**config.mk**
```make
export PLATFORM = sky130hd
export DESIGN_NAME = tla_alert_core
export DESIGN_NICKNAME = d
export VERILOG_FILES = /design/src/tla_pkg.sv /design/src/tla_fault_queue.sv /design/src/tla_alert_core.sv
export SDC_FILE = /design/constraint.sdc
export NUM_CORES = 1
export LEC_CHECK = 0
export BUFFER_PORTS_ARGS = -buffer_cell sky130_fd_sc_hd__buf_4
export CAP_MARGIN = 20
export CORE_ASPECT_RATIO = 1.2
export CORE_UTILIZATION = 45
export CTS_BUF_LIST = sky130_fd_sc_hd__clkbuf_8
export DETAILED_ROUTE_END_ITERATION = 12
export PLACE_DENSITY = 0.74
export SETUP_SLACK_MARGIN = 0.05
export SLEW_MARGIN = 20
export SYNTH_ARGS = -nofsm -noshare
export SYNTH_HDL_FRONTEND = slang
export SYNTH_SLANG_ARGS = --single-unit
```
**constraint.sdc**
```tcl
create_clock -name i_mclk -period 6.3 [get_ports i_mclk]
set_input_delay 0.945 -clock i_mclk [delete_from_list [all_inputs] [get_ports i_mclk]]
set_output_delay 0.945 -clock i_mclk [all_outputs]
set_load 0.05 [all_outputs]
```
**src/tla_pkg.sv**
```systemverilog
/*
 package for the temperature limit and alert block: register layout, reset values, timing constants,
 carrier structs. assumes nothing of its surroundings.
*/
package tla_pkg;
   // pointer codes select which register a read or write reaches
   localparam logic [1:0] PTR_TEMP   = 2'h0;
   localparam logic [1:0] PTR_CONFIG = 2'h1;
   localparam logic [1:0] PTR_LOWER  = 2'h2;
   localparam logic [1:0] PTR_UPPER  = 2'h3;
   localparam logic [1:0] PTR_RESET  = 2'h0;

   // configuration field positions (16-bit word, first byte in bits 15:8)
   localparam int CFG_SINGLE = 15;
   localparam int CFG_RES_HI = 14;
   localparam int CFG_RES_LO = 13;
   localparam int CFG_FLT_HI = 12;
   localparam int CFG_FLT_LO = 11;
   localparam int CFG_POL    = 10;
   localparam int CFG_TSEL   = 9;
   localparam int CFG_PDOWN  = 8;
   localparam int CFG_RATE_HI = 7;
   localparam int CFG_RATE_LO = 6;
   localparam int CFG_ALSTAT = 5;
   localparam int CFG_WIDE   = 4;

   localparam logic [1:0] RES_RESET   = 2'h3;
   localparam logic [1:0] RATE_RESET  = 2'h2;
   localparam logic [1:0] FAULT_RESET = 2'h0;

   // limit codes: 80 C and 75 C at 0.0625 C per lsb, left-justified in 16 bits
   localparam logic [15:0] UPPER_RESET_N = 16'h5000;
   localparam logic [15:0] LOWER_RESET_N = 16'h4B00;
   // same temperatures in the wide layout
   localparam logic [15:0] UPPER_RESET_W = 16'h2800;
   localparam logic [15:0] LOWER_RESET_W = 16'h2580;

   // conversion periods per rate code, and a single conversion time
   localparam int CLK_HZ         = 100_000_000;
   localparam int PERIOD_MS_0    = 4000;
   localparam int PERIOD_MS_1    = 1000;
   localparam int PERIOD_MS_2    = 250;
   localparam int PERIOD_MS_3    = 125;
   localparam int CONV_TIME_MS   = 26;
   localparam int PERIOD_CYC_0   = PERIOD_MS_0 * (CLK_HZ / 1000);
   localparam int PERIOD_CYC_1   = PERIOD_MS_1 * (CLK_HZ / 1000);
   localparam int PERIOD_CYC_2   = PERIOD_MS_2 * (CLK_HZ / 1000);
   localparam int PERIOD_CYC_3   = PERIOD_MS_3 * (CLK_HZ / 1000);
   localparam int CONV_CYC       = CONV_TIME_MS * (CLK_HZ / 1000);

   typedef struct packed {
      logic        single;
      logic [1:0]  fault;
      logic        alert_polarity_bit;
      logic        tsel;
      logic        pdown;
      logic [1:0]  rate;
      logic        wide;
   } tla_cfg_t;

   typedef struct packed {
      logic        wr;
      logic        rd;
      logic [1:0]  ptr;
      logic [15:0] wdata;
   } tla_req_t;
endpackage : tla_pkg

```
**src/tla_fault_queue.sv**
```systemverilog
/*
 fault queue: counts uninterrupted runs of a fault condition and reports when the run meets the
 programmed length. assumes one pulse of i_sample per finished conversion.
*/
`timescale 1ns/1ps
module tla_fault_queue (
   input  wire logic       i_mclk,
   input  wire logic       i_rst_n,
   input  wire logic       i_ce,
   input  wire logic       i_clear,
   input  wire logic       i_sample,
   input  wire logic       i_fault,
   input  wire logic [1:0] i_fault_code,
   output logic            o_met
);
   logic [2:0] run_q;

   function automatic logic [2:0] fault_need(input logic [1:0] code);
      case (code)
         2'h0:    fault_need = 3'h1;
         2'h1:    fault_need = 3'h2;
         2'h2:    fault_need = 3'h4;
         default: fault_need = 3'h6;
      endcase
   endfunction : fault_need

   // saturate at six so a long run never wraps back below the threshold
   always_ff @(posedge i_mclk or negedge i_rst_n) begin
      if (!i_rst_n) begin
         run_q <= 3'h0;
      end else if (i_ce) begin
         if (i_clear) begin
            run_q <= 3'h0;
         end else if (i_sample) begin
            if (!i_fault) begin
               run_q <= 3'h0;
            end else if (run_q != 3'h6) begin
               run_q <= run_q + 3'h1;
            end
         end
      end
   end

   assign o_met = i_sample && i_fault && ((run_q + 3'h1) >= fault_need(i_fault_code));
endmodule : tla_fault_queue

```
**src/tla_alert_core.sv**
```systemverilog
/*
 configuration, limit registers and alert logic of a digital temperature sensor. the serial interface
 in front decodes the pointer byte and presents whole 16-bit register accesses as one-cycle strobes;
 the converter front end delivers a left-justified result on i_conv_done.
*/
`timescale 1ns/1ps
// Notes on behaviour
// - resolution bits are read-only and read 11, meaning 12-bit results.
// - writing single-conversion 1 while powered down runs one conversion, then powers down.
// - single-conversion bit reads 0 while the triggered conversion runs.
// - wide-format bit clear: 12-bit format; set: 13-bit format for result and limits.
// - alert status bit is read-only and shows comparator status in either mode.
// - status reads 1, goes 0 after upper limit faults, back 1 after lower faults.
// - polarity bit set inverts the alert status bit read value.
// - rate field selects 0.25, 1, 4 or 8 conversions per second.
// - rate resets to the 4 Hz code.
// - each finished result is compared with both limits, driving the alert.
// - comparator mode: assert on upper faults, hold until lower-limit faults.
// - interrupt mode: assert on upper faults, hold until cleared.
// - interrupt mode: any register read or alert response answer clears alert.
// - interrupt mode: entering power-down clears alert.
// - after a clear, interrupt waits for the opposite limit; alternation continues.
// - general-call reset clears alert, resets registers, selects comparator mode.
// - limits transfer most significant byte first, then least significant byte.
// - reset limits are the codes for 80 C upper and 75 C lower.
// - limits use result layout, left-justified, unused low bits read zero.
// - fault count codes 00..11 require 1, 2, 4 or 6 consecutive faults.
// - alert output is active low with polarity 0, active high with polarity 1.
// - single-conversion bit reads 1 once the triggered conversion has completed.
// - power-down set finishes current conversion first; clear means continuous conversion.
module tla_alert_core #(
   parameter int unsigned PERIOD_CYC_0 = tla_pkg::PERIOD_CYC_0,
   parameter int unsigned PERIOD_CYC_1 = tla_pkg::PERIOD_CYC_1,
   parameter int unsigned PERIOD_CYC_2 = tla_pkg::PERIOD_CYC_2,
   parameter int unsigned PERIOD_CYC_3 = tla_pkg::PERIOD_CYC_3,
   parameter int unsigned CONV_CYC     = tla_pkg::CONV_CYC
) (
   input  wire logic             i_mclk,
   input  wire logic             i_rst_n,
   input  wire logic             i_ce,
   input  wire tla_pkg::tla_req_t i_req,
   input  wire logic             i_gc_reset,
   input  wire logic             i_ara_ack,
   input  wire logic             i_conv_done,
   input  wire logic [15:0]      i_conv_result,
   output logic [15:0]           o_rdata,
   output logic                  o_conv_start,
   output logic                  o_converting,
   output logic                  o_alert_level,
   output logic                  o_alert_pending
);
   typedef enum logic [1:0] {TLA_IDLE, TLA_CONV, TLA_WAIT} tla_conv_st_t;

   tla_conv_st_t      st_q;
   tla_pkg::tla_cfg_t cfg_q;
   logic [15:0]       temp_q;
   logic [15:0]       upper_q;
   logic [15:0]       lower_q;
   logic [15:0]       rdata_q;
   logic [31:0]       tmr_q;
   logic              one_shot_q;
   logic              shot_done_q;
   logic              comp_q;
   logic              intr_q;
   logic              intr_arm_hi_q;
   logic              start_q;
   logic              hi_met;
   logic              lo_met;
   logic              done;
   logic              fault_hi;
   logic              fault_lo;
   logic              clr_queue;
   logic              cfg_wr;
   logic              intr_clear;
   logic              sd_enter;

   // align a result into the active layout so signed compares stay exact
   function automatic logic signed [13:0] tla_value(input logic [15:0] word, input logic wide);
      if (wide) begin
         tla_value = $signed({word[15], word[15:3]});
      end else begin
         tla_value = $signed({{2{word[15]}}, word[15:4]});
      end
   endfunction : tla_value

   function automatic logic [15:0] tla_mask(input logic [15:0] word, input logic wide);
      tla_mask = wide ? {word[15:3], 3'h0} : {word[15:4], 4'h0};
   endfunction : tla_mask

   function automatic logic [31:0] tla_period(input logic [1:0] code);
      case (code)
         2'h0:    tla_period = PERIOD_CYC_0;
         2'h1:    tla_period = PERIOD_CYC_1;
         2'h2:    tla_period = PERIOD_CYC_2;
         default: tla_period = PERIOD_CYC_3;
      endcase
   endfunction : tla_period

   assign cfg_wr   = i_req.wr && (i_req.ptr == tla_pkg::PTR_CONFIG);
   assign done     = i_conv_done && (st_q == TLA_CONV);
   assign fault_hi = tla_value(i_conv_result, cfg_q.wide) >= tla_value(upper_q, cfg_q.wide);
   assign fault_lo = tla_value(i_conv_result, cfg_q.wide) <  tla_value(lower_q, cfg_q.wide);
   assign clr_queue = i_gc_reset;
   // power-down takes effect at the end of a running conversion or at once while waiting, which is also where the alert is cleared
   assign sd_enter = (done && cfg_q.pdown && !one_shot_q) || ((st_q == TLA_WAIT) && cfg_q.pdown);
   assign intr_clear = i_req.rd || i_ara_ack || sd_enter || (done && one_shot_q);

   // both queues sample every finished conversion, whatever the comparator status
   tla_fault_queue u_queue_hi (
      .i_mclk       (i_mclk),
      .i_rst_n      (i_rst_n),
      .i_ce         (i_ce),
      .i_clear      (clr_queue),
      .i_sample     (done),
      .i_fault      (fault_hi),
      .i_fault_code (cfg_q.fault),
      .o_met        (hi_met)
   );

   tla_fault_queue u_queue_lo (
      .i_mclk       (i_mclk),
      .i_rst_n      (i_rst_n),
      .i_ce         (i_ce),
      .i_clear      (clr_queue),
      .i_sample     (done),
      .i_fault      (fault_lo),
      .i_fault_code (cfg_q.fault),
      .o_met        (lo_met)
   );

   // configuration register; general-call reset returns every field to its reset value
   always_ff @(posedge i_mclk or negedge i_rst_n) begin
      if (!i_rst_n) begin
         cfg_q.single <= 1'b0;
         cfg_q.fault  <= tla_pkg::FAULT_RESET;
         cfg_q.alert_polarity_bit    <= 1'b0;
         cfg_q.tsel   <= 1'b0;
         cfg_q.pdown  <= 1'b0;
         cfg_q.rate   <= tla_pkg::RATE_RESET;
         cfg_q.wide   <= 1'b0;
      end else if (i_ce) begin
         if (i_gc_reset) begin
            cfg_q.single <= 1'b0;
            cfg_q.fault  <= tla_pkg::FAULT_RESET;
            cfg_q.alert_polarity_bit    <= 1'b0;
            cfg_q.tsel   <= 1'b0;
            cfg_q.pdown  <= 1'b0;
            cfg_q.rate   <= tla_pkg::RATE_RESET;
            cfg_q.wide   <= 1'b0;
         end else if (cfg_wr) begin
            cfg_q.single <= 1'b0;
            cfg_q.fault  <= i_req.wdata[tla_pkg::CFG_FLT_HI:tla_pkg::CFG_FLT_LO];
            cfg_q.alert_polarity_bit    <= i_req.wdata[tla_pkg::CFG_POL];
            cfg_q.tsel   <= i_req.wdata[tla_pkg::CFG_TSEL];
            cfg_q.pdown  <= i_req.wdata[tla_pkg::CFG_PDOWN];
            cfg_q.rate   <= i_req.wdata[tla_pkg::CFG_RATE_HI:tla_pkg::CFG_RATE_LO];
            cfg_q.wide   <= i_req.wdata[tla_pkg::CFG_WIDE];
         end
      end
   end

   // limit registers, written as one word already assembled msb byte first
   always_ff @(posedge i_mclk or negedge i_rst_n) begin
      if (!i_rst_n) begin
         upper_q <= tla_pkg::UPPER_RESET_N;
         lower_q <= tla_pkg::LOWER_RESET_N;
      end else if (i_ce) begin
         if (i_gc_reset) begin
            upper_q <= tla_pkg::UPPER_RESET_N;
            lower_q <= tla_pkg::LOWER_RESET_N;
         end else if (i_req.wr && (i_req.ptr == tla_pkg::PTR_UPPER)) begin
            upper_q <= tla_mask(i_req.wdata, cfg_q.wide);
         end else if (i_req.wr && (i_req.ptr == tla_pkg::PTR_LOWER)) begin
            lower_q <= tla_mask(i_req.wdata, cfg_q.wide);
         end
      end
   end

   always_ff @(posedge i_mclk or negedge i_rst_n) begin
      if (!i_rst_n) begin
         temp_q <= 16'h0000;
      end else if (i_ce) begin
         if (i_gc_reset) begin
            temp_q <= 16'h0000;
         end else if (done) begin
            temp_q <= cfg_q.wide ? {i_conv_result[15:3], 3'h1} : tla_mask(i_conv_result, 1'b0);
         end
      end
   end

   // conversion scheduler; timer counts the rest of the period after each conversion
   always_ff @(posedge i_mclk or negedge i_rst_n) begin
      if (!i_rst_n) begin
         st_q        <= TLA_WAIT;
         tmr_q       <= 32'h0000_0000;
         one_shot_q  <= 1'b0;
         shot_done_q <= 1'b0;
         start_q     <= 1'b0;
      end else if (i_ce) begin
         start_q <= 1'b0;
         if (i_gc_reset) begin
            st_q        <= TLA_WAIT;
            tmr_q       <= 32'h0000_0000;
            one_shot_q  <= 1'b0;
            shot_done_q <= 1'b0;
         end else begin
            case (st_q)
               TLA_IDLE: begin
                  if (cfg_wr && i_req.wdata[tla_pkg::CFG_SINGLE]) begin
                     st_q        <= TLA_CONV;
                     one_shot_q  <= 1'b1;
                     shot_done_q <= 1'b0;
                     start_q     <= 1'b1;
                  end else if (cfg_wr && !i_req.wdata[tla_pkg::CFG_PDOWN]) begin
                     st_q  <= TLA_WAIT;
                     tmr_q <= 32'h0000_0000;
                  end
               end
               TLA_CONV: begin
                  if (done) begin
                     tmr_q      <= tla_period(cfg_q.rate) - CONV_CYC;
                     one_shot_q <= 1'b0;
                     if (one_shot_q) begin
                        shot_done_q <= 1'b1;
                        st_q        <= TLA_IDLE;
                     end else if (cfg_q.pdown) begin
                        st_q <= TLA_IDLE;
                     end else begin
                        st_q <= TLA_WAIT;
                     end
                  end
               end
               TLA_WAIT: begin
                  if (cfg_q.pdown) begin
                     st_q <= TLA_IDLE;
                  end else if (tmr_q == 32'h0000_0000) begin
                     st_q    <= TLA_CONV;
                     start_q <= 1'b1;
                  end else begin
                     tmr_q <= tmr_q - 32'h0000_0001;
                  end
               end
               default: st_q <= TLA_IDLE;
            endcase
         end
      end
   end

   // comparator state: active after upper faults, idle again after lower faults
   always_ff @(posedge i_mclk or negedge i_rst_n) begin
      if (!i_rst_n) begin
         comp_q <= 1'b0;
      end else if (i_ce) begin
         if (i_gc_reset) begin
            comp_q <= 1'b0;
         end else if (!comp_q && hi_met) begin
            comp_q <= 1'b1;
         end else if (comp_q && lo_met) begin
            comp_q <= 1'b0;
         end
      end
   end

   // interrupt state: a new event outranks a clear in the same cycle
   always_ff @(posedge i_mclk or negedge i_rst_n) begin
      if (!i_rst_n) begin
         intr_q        <= 1'b0;
         intr_arm_hi_q <= 1'b1;
      end else if (i_ce) begin
         if (i_gc_reset || !cfg_q.tsel) begin
            intr_q        <= 1'b0;
            intr_arm_hi_q <= 1'b1;
         end else if (intr_arm_hi_q && hi_met && !intr_q) begin
            intr_q        <= 1'b1;
            intr_arm_hi_q <= 1'b0;
         end else if (!intr_arm_hi_q && lo_met && !intr_q) begin
            intr_q        <= 1'b1;
            intr_arm_hi_q <= 1'b1;
         end else if (intr_clear) begin
            intr_q <= 1'b0;
         end
      end
   end

   // read data is registered: sampled on the read strobe, held until the next one
   always_ff @(posedge i_mclk or negedge i_rst_n) begin
      if (!i_rst_n) begin
         rdata_q <= 16'h0000;
      end else if (i_ce) begin
         if (i_req.rd) begin
            case (i_req.ptr)
               tla_pkg::PTR_TEMP:   rdata_q <= temp_q;
               tla_pkg::PTR_CONFIG: rdata_q <= {
                     shot_done_q && !one_shot_q,
                     tla_pkg::RES_RESET,
                     cfg_q.fault, cfg_q.alert_polarity_bit, cfg_q.tsel, cfg_q.pdown,
                     cfg_q.rate,
                     !comp_q ^ cfg_q.alert_polarity_bit,
                     cfg_q.wide, 4'h0};
               tla_pkg::PTR_LOWER:  rdata_q <= tla_mask(lower_q, cfg_q.wide);
               default:             rdata_q <= tla_mask(upper_q, cfg_q.wide);
            endcase
         end
      end
   end

   always_ff @(posedge i_mclk or negedge i_rst_n) begin
      if (!i_rst_n) begin
         o_alert_level <= 1'b1;
      end else if (i_ce) begin
         // level driven on the pin: asserted value equals polarity bit
         o_alert_level <= ((cfg_q.tsel ? intr_q : comp_q) ~^ cfg_q.alert_polarity_bit);
      end
   end

   assign o_rdata         = rdata_q;
   assign o_conv_start    = start_q;
   assign o_converting    = (st_q == TLA_CONV);
   assign o_alert_pending = cfg_q.tsel && intr_q;
endmodule : tla_alert_core

```
==> impl_metrics.ini, run 1 <==
[detailed_routing]
wl_per_cell_um = 17.67
drt_pass1_iterations = 5
drc_errors = 0
met3_length_um = 834
via_per_inst = 5.878
wl_met1_um = 7794
top_layer = met4
vias = 5778
met2_wirelength_um = 8358
wl_um = 17370
drt_iter0_markers = 340
antenna_left = 0

[clocking]
h-tree-depth = 3
post_cts_buffers = 0
cts_max_path_buffers = 2
clock-sinks = 109
post_cts_resized = 0
cts_inserted_buffers = 9
cts_tree = built
cts_hold_buffers = 0
clk_latency_ns = 0.39
clock-root-buffer = clkbuf_8
clk_pin_slew_ns = 0.11

[floorplan]
rows = 49
die_h_um = 137.8
io_pins = 62
die-area_sq_mm = 0.01588
start_util_pct = 46.06
die_x_um = 115.2
coreArea_sq_mm = 0.01502

[min_path]
hp-class = reg2reg

[sta]
min_period_over_period_pct = 56.58
slew_headroom_pct = 28.59
finalSetupViolations = 0
drv_slew = 0
max_freq_ghz = 0.2806
clock_skew_ns = 0.01328
fin_crit_ns = 3.564
finalHoldViolCount = 0
finalSetupTns_ns = 0
worst_pin_slew_ns = 1.067
grt_setup_unrepaired = false

[setup_path]
cp_num_cells = 8
rr_worst_depth = 8
r2r_end = comp_q
crit_family = flip-flops
r2r_slack_ns = 2.74
cp-end-kind = flip-flop
cp-start-kind = flip-flop
crit_end = comp_q
required_ns = 6.59
crit_fanout = 43
crit_buf_inv = 0
startpoint = cfg_q[0]
critPathMaxStageDelay_ns = 1.04
cp_slowest_cell = dfrtp_2
critPathKind = reg2reg
crit_arrival_ns = 3.86
rr_startpoint = cfg_q[0]
worstPathCellList = mux2_2 -> ha_1 -> nand3_1 -> a211oi_1 -> o41a_1 -> nor3_1 -> a31oi_1 -> a31o_2

[place]
placed_area_sq_mm = 0.007467
io_buffers = 53
dp_hpwl_um = 12270
gp_congestion = 0.8559

[final_layout]
num_antenna_cells = 0
drive_gt1_share_pct = 17.46
area_growth_pct = 10.51
design_area_sq_mm = 0.007646
post-route-util_pct = 50.90
finalNetCount = 863

[synth]
synth.most_common_cell = dfrtp_1
synth_top_area_share_pct = 35.80
syn_area_sq_mm = 0.006919
synth-async-reset-ratio_pct = 100.0
synth_top_cell_by_area = dfrtp_1
ys_warn_count = 0
ys_seq_area_share_pct = 39.60
synth-edff-count = 0
synth_flop_cell = dfrtp_1
synth.distinct_cells = 68
synth_common_cells = dfrtp_1, nand2_1, o21ai_0
synth_area_leaders = dfrtp_1, ha_1, nand2_1, mux2_2, o21ai_0
syn_avg_cell_area_sq_um = 9.338
ys_seq_elements = 109
synth_cells = 741

[global_routing]
grt_use_total_pct = 23.16
antenna_found_initial = 0
grt_overflow_total = 0
grt_max_degree = 59
grt_pass1_vias = 5660
grt_pass1_wl_um = 28350

[pwr]
ir_worst_vdd_mv = 0.1653
power.density_mw_per_mm2 = 350.9
power_leakage_nw = 3.426

[outcome]
outcome = finished clean

[flow_run]
max_cap_viol_count = 0
-- placed cells by master (no fill, tap or decap), types with 5 or more instances in the layout --
| master | Yosys | final |
|---|---|---|
| nor3_1 | 14 | 14 |
| mux2_2 | 25 | 25 |
| a22o_1 | 15 | 15 |
| buf_4 | 4 | 60 |
| nand2b_1 | 5 | 5 |
| ha_1 | 47 | 47 |
| o41ai_1 | 5 | 5 |
| o21ai_1 | 44 | 44 |
| o31ai_1 | 7 | 7 |
| a21o_1 | 8 | 8 |
| a31oi_1 | 8 | 8 |
| nor2_1 | 52 | 52 |
| mux2i_1 | 26 | 26 |
| nor2b_1 | 10 | 10 |
| o22ai_1 | 6 | 6 |
| a22oi_1 | 7 | 7 |
| nor4_1 | 6 | 6 |
| inv_1 | 21 | 22 |
| clkbuf_8 | 0 | 11 |
| dfrtp_1 | 99 | 98 |
| mux4_2 | 10 | 10 |
| o21ai_0 | 54 | 53 |
| dfstp_2 | 10 | 10 |
| a32oi_1 | 6 | 6 |
| nand3_1 | 17 | 17 |
| a21oi_1 | 48 | 48 |
| nand2_1 | 86 | 86 |
-- per-layer routing --
| layer | track usage, % | up-vias |
|---|---|---|
| li1 | - | 2784 |
| met1 | 30.45 | 2793 |
| met2 | 37.95 | 172 |
| met3 | 3.828 | 29 |
| met4 | 9.380 | 0 |
| met5 | 0 | - |
-- state kept, by name (all words and copies together), names as in the netlist --
register          count
cfg_q                 8
comp_q                1
intr_arm_hi_q         1
intr_q                1
lower_q              13
o_alert_level         1
o_conv_start          1
o_rdata              14
one_shot_q            1
shot_done_q           1
st_q                  2
temp_q               14
tmr_q                32
u_queue_hi.run_q      3
u_queue_lo.run_q      3
upper_q              13
-- cell families after synthesis --
group / count (synthesis) / share of synthesized area, %
AOI/OAI and AO/OA: 231 / 20.51
DFF: 109 / 39.60
other: 1 / 0.05420
muxes: 61 / 11.09
xor gates and xnor gates: 6 / 0.7595
buffers and inverters: 60 / 3.544
adders and majority gates: 47 / 8.499
and+or+nand+nor: 226 / 15.95
-- per-stage QoR --
stage	hold slack [ns]	total power, mW	setup slack (ns)	instances
after floorplan	0.4424	1.954	3.218	742
after global placement	0.4618	2.243	2.656	967
after detailed placement	0.4738	2.271	2.626	967
after CTS	0.4871	2.683	2.736	983
after global routing	0.5254	2.884	2.545	983
final	0.4808	2.683	2.736	983
-- worst reg2reg max path, delay by kind of cell, from the launching register on --
| kind | cells | cell delay (ns) |
|---|---|---|
| AOI/OAI and AO/OA | 4 | 0.86 |
| adders and majority gates | 1 | 0.32 |
| DFF | 1 | 1.04 |
| muxes | 1 | 0.46 |
| and+or+nand+nor | 2 | 0.81 |
-- layout make-up --
class	count	area [sq um]
Tap cell	204	255.2
Clock buffer	11	151.4
Timing Repair Buffer	60	450.4
Sequential cell	109	2741
Clock inverter	5	27.53
Multi-Input combinational cell	573	3941
Fill cell	1398	7375
Inverter	21	78.83
-- worst min-delay path by stage --
| stage | start | to | slack, ns | depth (start not counted) |
|---|---|---|---|---|
| 3_3_place_gp | tmr_q[31] | tmr_q[31] | 0.46 | 2 |
| 3_5_place_dp | tmr_q[30] | tmr_q[30] | 0.47 | 1 |
| 6_report | tmr_q[30] | tmr_q[30] | 0.48 | 1 |
| 2_1_floorplan | tmr_q[31] | tmr_q[31] | 0.44 | 2 |
| 5_1_grt | tmr_q[30] | tmr_q[30] | 0.53 | 1 |
| 4_1_cts | tmr_q[30] | tmr_q[30] | 0.49 | 1 |
-- report_power, final --
part	internal (mW)	total (mW)	switching, mW
clock	0.163	0.410	0.247
sequential	0.840	0.980	0.141
combinational	0.472	1.29	0.821
(Power assumes the default switching activity.)
==> inputs of run 2 (changes only) <==
--- a/config.mk
+++ b/config.mk
@@ -5,13 +5,14 @@
 export SDC_FILE = /design/constraint.sdc
 export NUM_CORES = 1
 export LEC_CHECK = 0
+export ABC_AREA = 1
 export BUFFER_PORTS_ARGS = -buffer_cell sky130_fd_sc_hd__buf_4
 export CAP_MARGIN = 20
 export CORE_ASPECT_RATIO = 1.2
 export CORE_UTILIZATION = 45
 export CTS_BUF_LIST = sky130_fd_sc_hd__clkbuf_8
 export DETAILED_ROUTE_END_ITERATION = 12
-export PLACE_DENSITY = 0.74
+export PLACE_DENSITY = 0.76
 export SETUP_SLACK_MARGIN = 0.05
 export SLEW_MARGIN = 20
 export SYNTH_ARGS = -nofsm -noshare
==> constraint.sdc (replaced) <==
create_clock -name i_mclk -period 3.11 [get_ports i_mclk]
set_input_delay 0.4665 -clock i_mclk [delete_from_list [all_inputs] [get_ports i_mclk]]
set_output_delay 0.4665 -clock i_mclk [all_outputs]
set_load 0.05 [all_outputs]
==> run 2 against run 1 <==
Against the previous run:
- critical path depth grew 7
- clock skew grew 0.0026 ns
- non-clock buffer count grew 8
- wire length grew 14%
- final area grew 7.1%
- utilization grew 0.84 points
- clock-buffer cell count shrank 1
- total power grew to 2.6 times the previous value
- global-route usage grew 1.4 points
- sequential share of layout area shrank 2.4 points
- area after synthesis grew 6.6%
- worst setup slack lost 2.3 ns
- critical path type unchanged
- largest power group unchanged
- highest routed layer unchanged
==> impl_metrics.ini, run 2 <==
[sta]
clock_skew_ns = 0.01584
drv_slew = 0
min_period_over_period_pct = 85.19
worst_pin_slew_ns = 0.8902
max_freq_ghz = 0.3774
fin_crit_ns = 2.649
grt_setup_unrepaired = false
finalHoldViolCount = 0
finalSetupViolations = 0
finalSetupTns_ns = 0
slew_headroom_pct = 40.66

[global_routing]
antenna_found_initial = 0
grt_pass1_wl_um = 32550
grt_use_total_pct = 24.57
grt_overflow_total = 0
grt_max_degree = 69
grt_pass1_vias = 6574

[setup_path]
cp-start-kind = flip-flop
critPathKind = reg2reg
crit_fanout = 68
worstPathCellList = buf_12 -> inv_2 -> nand2_1 -> o21ai_0 -> ha_1 -> nand2_1 -> nor2_1 -> nand2_1 -> nor2_1 -> nand2_1 -> nand3_1 -> nand3_1 -> nand4_1 -> nand2_1 -> o21ai_0
crit_end = u_queue_hi.run_q[1]
r2r_end = u_queue_hi.run_q[1]
cp-end-kind = flip-flop
startpoint = cfg_q[0]
r2r_slack_ns = 0.46
required_ns = 3.44
rr_worst_depth = 15
critPathMaxStageDelay_ns = 0.39
crit_arrival_ns = 2.98
rr_startpoint = cfg_q[0]
path_common_cell = nand2_1
cp_slowest_cell = dfrtp_2

[clocking]
clock-root-buffer = clkbuf_8
clk_pin_slew_ns = 0.11
h-tree-depth = 3
cts_hold_buffers = 0
clk_latency_ns = 0.41
cts_inserted_buffers = 9
post_cts_buffers = 0
cts_max_path_buffers = 2
clock-sinks = 109
cts_tree = built
post_cts_resized = 0

[final_layout]
fin_cells = 1300
layout_common_cells = nand2_1, inv_1, o21ai_0
drive_gt1_share_pct = 11.08
largest-register = tmr_q
mostFrequentLayoutCell = nand2_1
largest_register_ffs = 32
area_growth_pct = 11.03
num_antenna_cells = 0
finalNetCount = 1176

[synth]
synth-async-reset-ratio_pct = 100.0
synth.distinct_cells = 46
synth_area_leaders = dfrtp_1, nand2_1, inv_1, ha_1, o21ai_0
synth_cells = 1043
synth.most_common_cell = nand2_1
synth_top_cell_by_area = dfrtp_1
ys_seq_area_share_pct = 37.15
synth_flop_cell = dfrtp_1
ys_warn_count = 0
syn_avg_cell_area_sq_um = 7.072
synth_top_area_share_pct = 33.59
ys_seq_elements = 109
synth_common_cells = nand2_1, inv_1, o21ai_0
syn_area_sq_mm = 0.007376
synth-edff-count = 0

[place]
io_buffers = 53
gp_congestion = 0.9300
dp_hpwl_um = 14730
dp_cells = 1284

[floorplan]
die_h_um = 142.2
die_x_um = 118.9
coreArea_sq_mm = 0.01583
rows = 50
io_pins = 62
die-area_sq_mm = 0.01691
start_util_pct = 46.60

[detailed_routing]
wl_um = 19800
wl_per_cell_um = 15.23
drc_errors = 0
antenna_left = 0
drt_iter0_markers = 689
vias = 7015
via_per_inst = 5.396
drt_pass1_iterations = 5

[pwr]
ir_worst_vdd_mv = 0.3426
power.density_mw_per_mm2 = 835.8
power_leakage_nw = 4.181

[flow_run]
max_cap_viol_count = 0

[outcome]
outcome = finished clean

[min_path]
hp-class = in2async
## run 2: cell types whose count changed in the layout (fill, tap and decap cells not counted), moves of 15 or more
cell	previous run	this run
nand2_1	86	263
inv_1	22	159
o21ai_0	53	115
nor2_1	52	98
nand3_1	17	45
mux2i_1	26	0
a21oi_1	48	23
mux2_2	25	1
o22ai_1	6	24
o21ai_1	44	28
a22o_1	15	0
## run 2: how the worst min path moves through the flow
stage                    end  slack (ns)  depth (start not counted)
2_1_floorplan       cfg_q[0]        0.17                          0
3_3_place_gp   intr_arm_hi_q        0.46                          2
3_5_place_dp   intr_arm_hi_q        0.47                          2
4_1_cts           o_rdata[4]        0.18                          1
5_1_grt           o_rdata[4]        0.22                          1
6_report          o_rdata[3]        0.15                          1
## run 2: layout make-up
type | instances | area (sq um)
inverter | 168 | 630.6
sequential | 109 | 2741
clock inverter | 6 | 63.81
fill | 1546 | 7639
tap | 208 | 260.3
multi-input combinational | 731 | 3807
timing repair buffer | 68 | 548.0
clock buffer | 10 | 137.6
## run 2: kinds of logic (layout without fill, tap and decap cells)
| group | Yosys count | in the layout | share of synthesized area (%) |
|---|---|---|---|
| adders and majority gates | 47 | 47 | 7.973 |
| DFF | 109 | 109 | 37.15 |
| other | 1 | 2 | 0.05084 |
| muxes | 1 | 1 | 0.1527 |
| buffers and inverters | 204 | 252 | 11.28 |
| AOI/OAI and AO/OA | 227 | 227 | 17.39 |
| and+or+nand+nor | 441 | 441 | 24.46 |
| xor gates and xnor gates | 13 | 13 | 1.544 |
## run 2: through the flow
step / utilization [%] / hold slack, ns / setup WS [ns] / total power [mW] / cell area [sq um]
finish: 51.74 / 0.1459 / 0.4606 / 6.845 / 8189
global route: 51.74 / 0.2188 / 0.09004 / 7.441 / 8189
CTS: 51.74 / 0.1823 / 0.4305 / 6.797 / 8189
detailed placement: 50.47 / 0.4653 / 0.4516 / 5.849 / 7988
global placement: 50.47 / 0.4635 / 0.5288 / 5.773 / 7988
floorplan: - / 0.1709 / 0.6436 / 4.905 / 7380
## run 2: layer usage
layer / vias to the layer above / track usage, % / routed length, um
met5: - / 0 / 0
met4: 0 / 10.73 / 630
met3: 50 / 3.926 / 976
met2: 217 / 42.26 / 9755
met1: 3285 / 30.44 / 8439
li1: 3463 / - / -
## run 2: power breakdown
part / leakage, nW / internal (mW) / total [mW] / switching, mW
logic: 2.64 / 1.29 / 3.94 / 2.65
registers: 1.43 / 1.72 / 1.98 / 0.263
clock network: 0.104 / 0.395 / 0.925 / 0.530
## run 2: critical path, delay by kind of cell (launching register included)
kind / cells / cell delay (ns)
buffers and inverters: 2 / 0.40
AND/OR/NAND/NOR: 10 / 1.21
flip-flops: 1 / 0.39
adder cells (fa/ha/maj): 1 / 0.27
AO/OA/AOI/OAI: 2 / 0.29
==> inputs of run 3 (changes only) <==
--- a/config.mk
+++ b/config.mk
@@ -6,15 +6,14 @@
 export NUM_CORES = 1
 export LEC_CHECK = 0
 export ABC_AREA = 1
-export BUFFER_PORTS_ARGS = -buffer_cell sky130_fd_sc_hd__buf_4
 export CAP_MARGIN = 20
 export CORE_ASPECT_RATIO = 1.2
 export CORE_UTILIZATION = 45
 export CTS_BUF_LIST = sky130_fd_sc_hd__clkbuf_8
 export DETAILED_ROUTE_END_ITERATION = 12
-export PLACE_DENSITY = 0.76
+export DONT_BUFFER_PORTS = 1
+export PLACE_DENSITY = 0.73
 export SETUP_SLACK_MARGIN = 0.05
-export SLEW_MARGIN = 20
 export SYNTH_ARGS = -nofsm -noshare
 export SYNTH_HDL_FRONTEND = slang
 export SYNTH_SLANG_ARGS = --single-unit
==> run 3 against run 2 <==
Against the previous run:
- the run now ends with hold timing left
- sequential share of layout area grew 1.7 points
- die area stayed put
- first-iteration DRC count is 17% lower
- largest power group unchanged
- utilization down 2.5 points
- final area fell by 4.8%
- non-clock buffer count shrank 52
- clock skew fell by 0.0026 ns
- total power shrank 3.0%
- critical endpoint is now u_queue_hi.run_q[2]
- wire length down 0.64%
- highest routed layer unchanged
- fmax down 2.2%
- sequential cell count is the same
- worst hold slack worse by 0.15 ns
==> impl_metrics.ini, run 3 (synthesis results as in run 2) <==
[flow_run]
max_cap_viol_count = 0

[place]
placed_area_sq_mm = 0.007574
dp_cells = 1230
gp_congestion = 0.9726
dp_hpwl_um = 14570
io_buffers = 0

[sta]
finalSetupViolations = 0
clock_skew_ns = 0.01323
grt_setup_unrepaired = false
finalSetupTns_ns = 0
max_freq_ghz = 0.3691
drv_slew = 0
finalHoldViolCount = 6
slew_headroom_pct = 47.87
fin_crit_ns = 2.710
worst_pin_slew_ns = 0.7800
hold-worst-slack_ns = -0.007060
min_period_over_period_pct = 87.12

[clocking]
clk_pin_slew_ns = 0.12
cts_tree = built
clk_latency_ns = 0.40
cts_max_path_buffers = 2
clock-sinks = 109
cts_inserted_buffers = 9
clock-root-buffer = clkbuf_8
h-tree-depth = 3

[pwr]
finalPower_mw = 6.639
seqPwrFrac_pct = 31.8
clkPwrFrac_pct = 13.2
ir_worst_vdd_mv = 0.3646
p_int_mw = 3.249
switching_share_pct = 51.07
power.density_mw_per_mm2 = 851.2
power_leakage_nw = 3.919
power.switching_mw = 3.390
comb_power_share_pct = 55.0

[detailed_routing]
drt_iter0_markers = 574
antenna_left = 0
wl_um = 19680
wl_per_cell_um = 15.77
vias = 6734
drc_errors = 0
drt_pass1_iterations = 5
via_per_inst = 5.396

[setup_path]
critPathKind = reg2reg
path_common_cell = nand2_1
crit_family = simple AND/OR/NAND/NOR gates
required_ns = 3.40
cp-end-kind = flip-flop
cp_slowest_cell = dfrtp_2
worstPathCellList = buf_12 -> buf_4 -> o21ai_0 -> ha_1 -> nand2_1 -> inv_1 -> nand2_1 -> nor2_1 -> nor2_1 -> nand2_1 -> nand2_1 -> nand3_1 -> nand4_1 -> nand2_1 -> nand2_1 -> o21ai_0
crit_arrival_ns = 3.00
r2r_slack_ns = 0.40
critPathMaxStageDelay_ns = 0.45
crit_fanout = 46
cp-start-kind = flip-flop
crit_buf_inv = 3

[final_layout]
num_antenna_cells = 0
design_area_sq_mm = 0.007800
largest-register = tmr_q
mostFrequentLayoutCell = nand2_1
area_growth_pct = 5.751
layout_common_cells = nand2_1, inv_1, o21ai_0
nFillCells = 1626
finalNetCount = 1124
drive_gt1_share_pct = 6.827
largest_register_ffs = 32
fin_cells = 1248

[floorplan]
coreArea_sq_mm = 0.01583
io_pins = 62
die_h_um = 142.2
rows = 50
die_x_um = 118.9
start_util_pct = 46.60
die-area_sq_mm = 0.01691

[global_routing]
antenna_found_initial = 0
grt_pass1_vias = 6404
grt_overflow_total = 0
grt_use_total_pct = 24.57
grt_pass1_wl_um = 32610
grt_max_degree = 110

[outcome]
outcome = complete, but fails checks
violations = hold timing

[min_path]
hp-class = in2async
==> run 3: timing repair <==
item | CTS | global route
gates resized for setup | 0 | 1
buffers inserted | 0 | 1
hold buffers | 1 | 0
hold endpoints to repair | 109 | 0
endpoints found under the setup margin | 0 | 5
==> run 3: metal layers <==
| layer | vias up | global-route usage, % | wire, um |
|---|---|---|---|
| li1 | 3359 | - | - |
| met1 | 3168 | 30.39 | 8396 |
| met2 | 179 | 43.09 | 9686 |
| met3 | 28 | 4.647 | 1171 |
| met4 | 0 | 7.861 | 420 |
| met5 | - | 0 | 0 |
==> run 3: final timing paths <==
check,from,endpoint,cells past startpoint
max reg2reg,cfg_q[0],u_queue_hi.run_q[2],16
max in group asynchronous,i_rst_n,tmr_q[15],1
max,cfg_q[0],u_queue_hi.run_q[2],16
min,i_rst_n,tmr_q[7],1
min reg2reg,intr_arm_hi_q,intr_arm_hi_q,2
min in group i_mclk,i_ce,intr_arm_hi_q,2
==> run 3: layout make-up <==
class / count / area (sq um) / area share [%]
Timing Repair Buffer: 16 / 165.2 / 2.117
Tap cell: 208 / 260.3 / 3.337
Sequential cell: 109 / 2741 / 35.15
Clock buffer: 9 / 123.9 / 1.588
Clock inverter: 7 / 67.56 / 0.8662
Inverter: 168 / 630.6 / 8.085
Multi-Input combinational cell: 731 / 3811 / 48.86
==> run 3: per-stage QoR <==
step                util (%)  worst slack (ns)
global route           49.28            0.1304
CTS                    49.23            0.3071
detailed placement     47.85            0.3353
finish                 49.28            0.4004
floorplan                  -            0.6436
global placement       47.85            0.3873
==> run 3: power groups by stage <==
stage	clock [mW]	combinational (mW)	sequential (mW)
floorplan	0	2.86	2.04
global placement	0	3.51	2.13
detailed placement	0	3.57	2.13
CTS	0.891	3.62	2.11
global route	0.953	4.19	2.14
finish	0.877	3.65	2.11
